==> src/logic/acg_regs_pkg.sv <==
/*
 * package for the adaptive clock generator register block: register
 * offsets, reset values, widths and the mcu access carrier.
 * assumes an 8-bit mcu data path on a 16-bit memory address.
 */
package acg_regs_pkg;

    // ------------------------------------------------------------
    // widths
    // ------------------------------------------------------------
    localparam int unsigned ADDR_W     = 16;   // mcu address width
    localparam int unsigned DATA_W     = 8;    // mcu data width
    localparam int unsigned FREQ_W     = 24;   // frequency word width
    localparam int unsigned CAP_W      = 16;   // capture counter width
    localparam int unsigned FREQ_BYTES = 6;    // two synths, three bytes each

    // ------------------------------------------------------------
    // register offsets
    // ------------------------------------------------------------
    localparam logic [15:0] MCLK_CAPTURE_HIGH_OFS    = 16'hffe3;
    localparam logic [15:0] MCLK_CAPTURE_LOW_OFS     = 16'hffe4;
    localparam logic [15:0] SYNTH_ONE_FREQ_BYTE2_OFS = 16'hffe5;
    localparam logic [15:0] SYNTH_ONE_FREQ_BYTE1_OFS = 16'hffe6;
    localparam logic [15:0] SYNTH_ONE_FREQ_BYTE0_OFS = 16'hffe7;
    localparam logic [15:0] SYNTH_TWO_FREQ_BYTE2_OFS = 16'hfff7;
    localparam logic [15:0] SYNTH_TWO_FREQ_BYTE1_OFS = 16'hfff8;
    localparam logic [15:0] SYNTH_TWO_FREQ_BYTE0_OFS = 16'hfff9;

    // ------------------------------------------------------------
    // reset values
    // ------------------------------------------------------------
    localparam logic [7:0]  FREQ_BYTE_RST = 8'h00;   // frequency bytes
    localparam logic [15:0] CAPTURE_RST   = 16'h0000; // captured count
    localparam logic [15:0] COUNTER_RST   = 16'h0000; // free-running count
    localparam logic [23:0] ACC_RST       = 24'h000000; // phase accumulators
    localparam logic [7:0]  RDATA_RST     = 8'h00;   // read data / unmapped

    // ------------------------------------------------------------
    // mcu access carrier
    // ------------------------------------------------------------
    typedef struct packed {
        logic        wr;     // write strobe, one cycle
        logic        rd;     // read strobe, one cycle
        logic [15:0] addr;   // byte address
        logic [7:0]  data;   // write data
    } mcu_req_t;

endpackage : acg_regs_pkg

==> src/logic/adaptive_clock_gen_regs.sv <==
/*
 * adaptive clock generator registers: two frequency words that drive
 * phase-accumulator synthesizers, a codec master clock output with a
 * selectable source, and a sof-captured 16-bit master clock counter.
 * assumes all inputs synchronous to sys_clk; master clocks are made
 * as phase-accumulator msbs, so every rising edge is seen as an enable pulse.
 */
`timescale 1ns/1ps

// Function
// - synth one word: three bytes, 23:0
// - synth one word programs its synthesizer
// - synth two may source the codec clock
// - free 16-bit counter captured at sof
// - counter clock selects between both outputs
// - capture read as two bytes, reset zero
// - synth two word: three bytes, same order
module adaptive_clock_gen_regs
    import acg_regs_pkg::*;
(
    input  wire logic              sys_clk,                 // 20 MHz clock
    input  wire logic              rst,                     // async, active high
    input  wire mcu_req_t          mcuReq,                  // mcu register access
    input  wire logic              sofPulse,                // usb start of frame
    input  wire logic              codecSourceSelTwo,       // 1: synth two feeds codec
    input  wire logic              captureSourceSelTwo,     // 1: count output two
    output logic [DATA_W-1:0]      rdData,                  // read data, one cycle later
    output logic                   rdValid,                 // read data valid pulse
    output logic                   codecMasterClockOut,     // codec master clock
    output logic                   codecMasterClockOutTwo,  // second master clock
    output logic [CAP_W-1:0]       mclkCaptureCount         // captured count
);

    // ------------------------------------------------------------
    // address decode
    // ------------------------------------------------------------

    // maps an offset to a frequency byte slot, 0..2 synth one, 3..5 two
    function automatic logic [2:0] freqSlot(input logic [15:0] a);
        case (a)
            SYNTH_ONE_FREQ_BYTE0_OFS: freqSlot = 3'h0;
            SYNTH_ONE_FREQ_BYTE1_OFS: freqSlot = 3'h1;
            SYNTH_ONE_FREQ_BYTE2_OFS: freqSlot = 3'h2;
            SYNTH_TWO_FREQ_BYTE0_OFS: freqSlot = 3'h3;
            SYNTH_TWO_FREQ_BYTE1_OFS: freqSlot = 3'h4;
            SYNTH_TWO_FREQ_BYTE2_OFS: freqSlot = 3'h5;
            default:                  freqSlot = 3'h7;
        endcase
    endfunction : freqSlot

    // ------------------------------------------------------------
    // state
    // ------------------------------------------------------------
    logic [7:0]        freqByte_q [FREQ_BYTES];  // frequency byte registers
    logic [FREQ_W-1:0] freqWord [2];             // assembled words
    logic [FREQ_W-1:0] acc_q [2];                // phase accumulators
    logic [1:0]        synthMsb_q;               // synthesizer outputs
    logic [CAP_W-1:0]  counter_q;                // free-running count
    logic [CAP_W-1:0]  capture_q;                // captured count
    logic              capSrcPrev_q;             // previous counted level
    logic              capSrcNow;                // counted level now
    logic              capTick;                  // rising edge of counted clock
    logic [2:0]        wrSlot;                   // decoded write slot
    logic [2:0]        rdSlot;                   // decoded read slot
    logic [DATA_W-1:0] rdData_q;                 // read data flop
    logic              rdValid_q;                // read valid flop
    logic              codecOut_q;               // codec clock flop
    logic              codecOutTwo_q;            // second clock flop

    // write and read share one decode; rd and wr never come together
    assign wrSlot = freqSlot(mcuReq.addr);
    assign rdSlot = freqSlot(mcuReq.addr);

    // ------------------------------------------------------------
    // frequency byte registers and synthesizers
    // ------------------------------------------------------------
    for (genvar s = 0; s < 2; s++) begin : g_synth
        for (genvar b = 0; b < 3; b++) begin : g_byte
            // mcu write of one byte, reset zero
            always_ff @(posedge sys_clk or posedge rst) begin
                if (rst) begin
                    freqByte_q[s*3+b] <= FREQ_BYTE_RST;
                end else if (mcuReq.wr && wrSlot == 3'(s*3+b)) begin
                    freqByte_q[s*3+b] <= mcuReq.data;
                end
            end
        end

        // byte 2 high, byte 0 low
        assign freqWord[s] = {freqByte_q[s*3+2], freqByte_q[s*3+1], freqByte_q[s*3]};

        // phase accumulator; its msb is the synthesized clock
        always_ff @(posedge sys_clk or posedge rst) begin
            if (rst) begin
                acc_q[s]      <= ACC_RST;
                synthMsb_q[s] <= 1'b0;
            end else begin
                acc_q[s]      <= acc_q[s] + freqWord[s];
                synthMsb_q[s] <= acc_q[s][FREQ_W-1];
            end
        end
    end

    // ------------------------------------------------------------
    // master clock outputs
    // ------------------------------------------------------------

    // codec clock from either synthesizer
    always_ff @(posedge sys_clk or posedge rst) begin
        if (rst) begin
            codecOut_q    <= 1'b0;
            codecOutTwo_q <= 1'b0;
        end else begin
            codecOut_q    <= codecSourceSelTwo ? synthMsb_q[1] : synthMsb_q[0];
            codecOutTwo_q <= synthMsb_q[1];
        end
    end

    // ------------------------------------------------------------
    // capture counter
    // ------------------------------------------------------------
    // counted clock taken from the output flops, so ticks lag one cycle
    assign capSrcNow = captureSourceSelTwo ? codecOutTwo_q : codecOut_q;
    assign capTick   = capSrcNow & ~capSrcPrev_q;

    // edge detect of the counted clock
    // reset level matches the idle low clock, so no false tick
    always_ff @(posedge sys_clk or posedge rst) begin
        if (rst) begin
            capSrcPrev_q <= 1'b0;
        end else begin
            capSrcPrev_q <= capSrcNow;
        end
    end

    // free-running count, wraps past all ones
    always_ff @(posedge sys_clk or posedge rst) begin
        if (rst) begin
            counter_q <= COUNTER_RST;
        end else if (capTick) begin
            counter_q <= counter_q + 16'h0001;
        end
    end

    // snapshot at each start of frame
    always_ff @(posedge sys_clk or posedge rst) begin
        if (rst) begin
            capture_q <= CAPTURE_RST;
        end else if (sofPulse) begin
            capture_q <= counter_q;
        end
    end

    // ------------------------------------------------------------
    // read port
    // ------------------------------------------------------------

    // registered read mux, unmapped reads zero
    always_ff @(posedge sys_clk or posedge rst) begin
        if (rst) begin
            rdData_q  <= RDATA_RST;
            rdValid_q <= 1'b0;
        end else begin
            rdValid_q <= mcuReq.rd;
            if (!mcuReq.rd) begin
                rdData_q <= RDATA_RST;
            end else if (mcuReq.addr == MCLK_CAPTURE_LOW_OFS) begin
                rdData_q <= capture_q[7:0];
            end else if (mcuReq.addr == MCLK_CAPTURE_HIGH_OFS) begin
                rdData_q <= capture_q[15:8];
            end else if (rdSlot < 3'(FREQ_BYTES)) begin
                rdData_q <= freqByte_q[rdSlot];
            end else begin
                rdData_q <= RDATA_RST;
            end
        end
    end

    // every output comes straight from its flop
    assign rdData                 = rdData_q;
    assign rdValid                = rdValid_q;
    assign codecMasterClockOut    = codecOut_q;
    assign codecMasterClockOutTwo = codecOutTwo_q;
    assign mclkCaptureCount       = capture_q;

    // ------------------------------------------------------------
    // assertions
    // ------------------------------------------------------------
    // byte 0 write lands in the low end of word one
    one_low_byte_a: assert property (@(posedge sys_clk) disable iff (rst)
        mcuReq.wr && mcuReq.addr == SYNTH_ONE_FREQ_BYTE0_OFS
        |=> freqWord[0][7:0] == $past(mcuReq.data))
        else $error("synth one byte 0 not written");

    // byte 2 write touches only the top of word one
    one_high_byte_a: assert property (@(posedge sys_clk) disable iff (rst)
        mcuReq.wr && mcuReq.addr == SYNTH_ONE_FREQ_BYTE2_OFS
        |=> freqWord[0][23:16] == $past(mcuReq.data) && $stable(freqWord[0][15:0]))
        else $error("synth one byte 2 write wrong");

    // synth two byte 1 write leaves word one alone
    two_mid_byte_a: assert property (@(posedge sys_clk) disable iff (rst)
        mcuReq.wr && mcuReq.addr == SYNTH_TWO_FREQ_BYTE1_OFS
        |=> freqWord[1][15:8] == $past(mcuReq.data) && $stable(freqWord[0]))
        else $error("synth two byte 1 write wrong");

    // synth one accumulator steps by its word every cycle
    synth_step_a: assert property (@(posedge sys_clk) disable iff (rst)
        ##1 acc_q[0] == 24'($past(acc_q[0]) + $past(freqWord[0])))
        else $error("synth one accumulator misstep");

    // synth two feeds the codec clock while selected for two cycles
    codec_source_a: assert property (@(posedge sys_clk) disable iff (rst)
        codecSourceSelTwo ##1 codecSourceSelTwo
        |=> codecOut_q == $past(acc_q[1][FREQ_W-1], 2))
        else $error("codec clock not from synth two");

    // a rise of the second output bumps the counter
    count_select_a: assert property (@(posedge sys_clk) disable iff (rst)
        captureSourceSelTwo && codecOutTwo_q && !capSrcPrev_q
        |=> counter_q == 16'($past(counter_q) + 16'h0001))
        else $error("counter missed second clock edge");

    // sof snapshots the pre-increment count
    sof_capture_a: assert property (@(posedge sys_clk) disable iff (rst)
        sofPulse |=> mclkCaptureCount == $past(counter_q))
        else $error("capture not taken at sof");

    // high capture byte read returns bits 15:8
    capture_read_a: assert property (@(posedge sys_clk) disable iff (rst)
        mcuReq.rd && mcuReq.addr == MCLK_CAPTURE_HIGH_OFS && !sofPulse
        |=> rdValid && rdData == capture_q[15:8])
        else $error("capture high byte read wrong");

    // the wrap takes 64k counted edges, longer than a short bench run
    // so this one is only reached in long system runs
    counter_wrap_a: assert property (@(posedge sys_clk) disable iff (rst)
        capTick && counter_q == 16'hffff |=> counter_q == 16'h0000)
        else $error("counter did not wrap");

    // synth two accumulator steps by its own word
    two_step_a: assert property (@(posedge sys_clk) disable iff (rst)
        ##1 acc_q[1]
            == 24'($past(acc_q[1]) + $past(freqWord[1])))
        else $error("synth two accumulator misstep");

    // synth one feeds the codec clock while not deselected
    codec_one_a: assert property (@(posedge sys_clk) disable iff (rst)
        !codecSourceSelTwo ##1 !codecSourceSelTwo
        |=> codecOut_q == $past(acc_q[0][FREQ_W-1], 2))
        else $error("codec clock not from synth one");

    // second output always follows synth two
    second_out_a: assert property (@(posedge sys_clk) disable iff (rst)
        ##2 codecOutTwo_q
            == $past(acc_q[1][FREQ_W-1], 2))
        else $error("second clock not from synth two");

    // a rise of the first output bumps the counter
    count_one_a: assert property (@(posedge sys_clk) disable iff (rst)
        !captureSourceSelTwo && codecOut_q && !capSrcPrev_q
        |=> counter_q == 16'($past(counter_q) + 16'h0001))
        else $error("counter missed first clock edge");

    // no counted edge, no count
    count_hold_a: assert property (@(posedge sys_clk) disable iff (rst)
        !capTick
        |=> counter_q == $past(counter_q))
        else $error("counter moved without a clock edge");

    // captured value stands until the next sof
    capture_hold_a: assert property (@(posedge sys_clk) disable iff (rst)
        !sofPulse
        |=> mclkCaptureCount == $past(mclkCaptureCount))
        else $error("capture changed without sof");

    // low capture byte read returns bits 7:0
    capture_low_a: assert property (@(posedge sys_clk) disable iff (rst)
        mcuReq.rd && mcuReq.addr == MCLK_CAPTURE_LOW_OFS && !sofPulse
        |=> rdValid && rdData == capture_q[7:0])
        else $error("capture low byte read wrong");

    // writes outside the frequency bytes change nothing
    capture_ro_a: assert property (@(posedge sys_clk) disable iff (rst)
        mcuReq.wr && wrSlot == 3'h7 && !sofPulse
        |=> $stable(capture_q) && $stable(freqWord[0]) && $stable(freqWord[1]))
        else $error("write outside the frequency bytes took effect");

    // the low byte of word one reads back as stored
    freq_read_a: assert property (@(posedge sys_clk) disable iff (rst)
        mcuReq.rd && mcuReq.addr == SYNTH_ONE_FREQ_BYTE0_OFS
        |=> rdValid && rdData == $past(freqWord[0][7:0]))
        else $error("synth one byte 0 read wrong");

    // synth two byte 0 write lands low and leaves word one alone
    two_low_byte_a: assert property (@(posedge sys_clk) disable iff (rst)
        mcuReq.wr && mcuReq.addr == SYNTH_TWO_FREQ_BYTE0_OFS
        |=> freqWord[1][7:0] == $past(mcuReq.data) && $stable(freqWord[0]))
        else $error("synth two byte 0 write wrong");

endmodule : adaptive_clock_gen_regs

==> config.mk <==
export PLATFORM = sky130hd
export DESIGN_NAME = adaptive_clock_gen_regs
export DESIGN_NICKNAME = d
export VERILOG_FILES = /design/src/logic/acg_regs_pkg.sv /design/src/logic/adaptive_clock_gen_regs.sv
export SDC_FILE = /design/constraint.sdc
export NUM_CORES = 1
export LEC_CHECK = 0
export BUFFER_PORTS_ARGS = -buffer_cell sky130_fd_sc_hd__buf_2
export CORE_ASPECT_RATIO = 0.6
export CORE_MARGIN = 2
export CORE_UTILIZATION = 65
export DETAILED_ROUTE_END_ITERATION = 12
export GPL_ROUTABILITY_DRIVEN = 0
export PLACE_DENSITY = 0.85
export SYNTH_ARGS = -nofsm -noshare
export SYNTH_HDL_FRONTEND = slang
export SYNTH_SLANG_ARGS = --single-unit
==> constraint.sdc <==
create_clock -name sys_clk -period 13.5 [get_ports sys_clk]
set_input_delay 4.05 -clock sys_clk [delete_from_list [all_inputs] [get_ports sys_clk]]
set_output_delay 4.05 -clock sys_clk [all_outputs]
set_load 0.02 [all_outputs]
==> results.toml <==
[drt]
drc = 0
route.vias.total = 5714
post_drt_wl_per_cell_microns = 21.6
detailedRoute.firstPassIterationCount = 5
totalWireLength_microns = 19000
drt.antenna.violating_nets = 0
drtIter0Drc = 564
detail_route.vias_per_cell = 6.50

[yosys]
post_synth.cell_area_avg_sq_um = 11.3
ys_ff_latch = 142
netlist.top_cell.by_area = "sky130_fd_sc_hd__dfrtp_1"
synth_largest_type_area_fraction_pct = 48.2
synthDistinctLibCells = 53
synth.top_cells.by_area = "sky130_fd_sc_hd__dfrtp_1, sky130_fd_sc_hd__mux2_2, sky130_fd_sc_hd__ha_1"
syn-cell-area_sq_um = 7370
postSynthNetCount = 733
synth-async-reset-ratio_pct = 100
number_of_flops_mapped_to_enable_cells_by_yosys = 0
number_of_warnings_issued_by_yosys = 0
postSynthCellCount = 653
postSynth.topFlopCell = "sky130_fd_sc_hd__dfrtp_1"
synth-seq-area-share_pct = 48.2

[setup_path]
crit_path_end_kind = "register"
worst_path_dominant_cell_family = "simple AND/OR/NAND/NOR gates"
timing.critical_path.slowest_stage_cell = "sky130_fd_sc_hd__nor2_1"
worstPathMaxFanout = 11
worst-endpoint-arrival_ns = 6.22
path_buf_inv = 1
timing.setup.critical_path_class = "input port to register"
required_time_at_the_worst_slack_endpoint_ns = 13.80
cp-start-kind = "input port"
crit_path_cell_trace = "buf_2 > nand4_1 > nor2_1 > nand4_1 > nor2_1 > nor2_2 > nand2_1 > mux2_2"
slowest_delay_ns = 0.62

[placed_design]
portBuffers = 57
place.detailed.hpwl_microns = 13400
pre_cts_ws_ns = 7.29

[sta]
postLayoutSetupSlackWorst_ns = 7.58
unrepaired_setup_endpoints_after_global_routing = "false"
rel_slew_slack_pct = 41.0
max_slew.worst_pin.slew_ns = 0.885
timing.clock.skew_ns = 0.00745
finalSetupViolCount = 0
final.min_clock_period_ns = 5.92
fraction_of_the_cycle_the_final_worst_path_needs_pct = 43.8
hold_violations = 0
final_layout_setup_total_negative_slack_ns = 0
slew_violations = 0
timing.fmax_mhz = 169

[global_route]
grt.met1_usage_pct = 45.0
gr-usage-all-layers_pct = 32.5
grt_most_used_layer = "met2"
met3_usage_pct = 8.62
grt_pass1_wl_microns = 30100
grt_use_met2_pct = 49.4
remaining_overflow_grt = 0
grt_max_degree = 74
grt_pass1_vias = 5640
number_of_antenna_violations_at_the_first_check_in_global_routing = 0

[clock_network]
htreeDepth = 4
cts_tree = "yes"
cts_made_buffers = 17
cts-hold-fix-buffers = 0
clkTransAtPathRegs_ns = 0.06
cts.repair_timing.setup_buffer_count = 0
clk_root_buffer_cell = "sky130_fd_sc_hd__clkbuf_16"
post_cts.resized_instances = 0
ctsLongestPathBuffers = 2
source_to_sink_clock_delay_at_the_later_pin_of_the_worst_skew_pair_ns = 0.42
cts.sink_count = 142

[power_and_ir_drop]
power.density_cell_area_nw_per_um2 = 116
p_leak_nw = 4.50
irDropWorstVdd_mv = 0.0895
totalPowerFinal_uw = 986

[die]
die_width_microns = 141
initial_core_util_pct = 65.9
die_area_sq_um = 12200
boundaryPins = 58
standard_cell_core_area_sq_um = 11200
row_count = 30
floorplan.die.height_microns = 86.5

[layout]
final_common_cell = "sky130_fd_sc_hd__dfrtp_1"
drive_above_1_share_pct = 24.1
antenna_cells_inserted = 0
number_of_nets_at_the_end_of_the_flow = 802
syn_to_final_growth_pct = 15.0
most-common-layout-cells = "sky130_fd_sc_hd__dfrtp_1, sky130_fd_sc_hd__mux2_2, sky130_fd_sc_hd__buf_2"

[run_status]
outcome = "complete, no violations"

[worst_hold_path]
hp-class = "register to register"

[job]
max-cap-violations = 0
==> sequential cells by signal, indices dropped and copies added (netlist names) <==
register                count
acc_q                      48
capSrcPrev_q                1
codecMasterClockOut         1
codecMasterClockOutTwo      1
counter_q                  16
freqByte_q                 48
mclkCaptureCount           16
rdData                      8
rdValid                     1
synthMsb_q                  2
==> logic make-up (layout without fill, tap and decap cells) <==
logic type	Yosys count	count (layout)	synth area share (%)
AOI/OAI and AO/OA	157	157	15.0
xor gates and xnor gates	48	48	5.71
adders and majority gates	49	49	8.53
buffers and inverters	31	113	1.60
DFF	142	142	48.2
muxes	67	67	10.2
and+or+nand+nor	159	159	10.7
==> final cells by class <==
cell class                 instances  area (sq um)
timing repair buffer              58           293
tap                              144           180
clock buffer                      18           429
clock inverter                    14           230
inverter                          23          91.3
multi-input combinational        480          3690
sequential                       142          3550
fill                             692          2710
==> synth_stat cells (all sizes together) (8+ instances only) <==
library cell / number
nand4: 9
xnor2: 34
a21oi: 32
nor2: 42
ha: 47
and3: 9
inv: 23
nor3: 9
a21o: 17
nand3: 20
o221ai: 8
mux2: 67
dfrtp: 142
a221oi: 8
o21ai: 27
o221a: 8
nand2: 37
xor2: 14
o21a: 11
a31oi: 12
==> worst paths after layout <==
check	startpoint	to	slack, ns	cells past startpoint
min in group asynchronous	rst	counter_q[2]	3.73	2
max	mcuReq[20]	freqByte_q[6]	7.58	8
min reg2reg	acc_q[23]	synthMsb_q[1]	0.41	0
min	acc_q[23]	synthMsb_q[1]	0.41	0
max reg2reg	freqByte_q[40]	acc_q[44]	10.36	11
max in group asynchronous	rst	freqByte_q[5]	8.41	3
==> layer usage <==
layer	share of wire [%]	wire [microns]	vias up
met1	43	8150	2777
met3	8.9	1690	77
met5	0	0	-
met2	45	8520	300
li1	-	-	2560
met4	3.5	663	0
==> metrics by stage <==
step	area [sq um]	hold WS (ns)	util [%]	cells
floorplan	7370	0.349	-	653
global placement	7810	0.368	69.8	847
detailed placement	7810	0.389	69.8	847
CTS	8470	0.410	75.7	879
global route	8470	0.411	75.7	879
finish	8470	0.409	75.7	879
==> power breakdown <==
| group | total (mW) | switching, mW | leakage (nW) | internal (mW) |
|---|---|---|---|---|
| combinational | 0.0308 | 0.0218 | 2.22 | 0.00892 |
| clock | 0.524 | 0.192 | 0.318 | 0.332 |
| sequential | 0.432 | 0.00296 | 1.95 | 0.429 |
(Power assumes the default switching activity.)
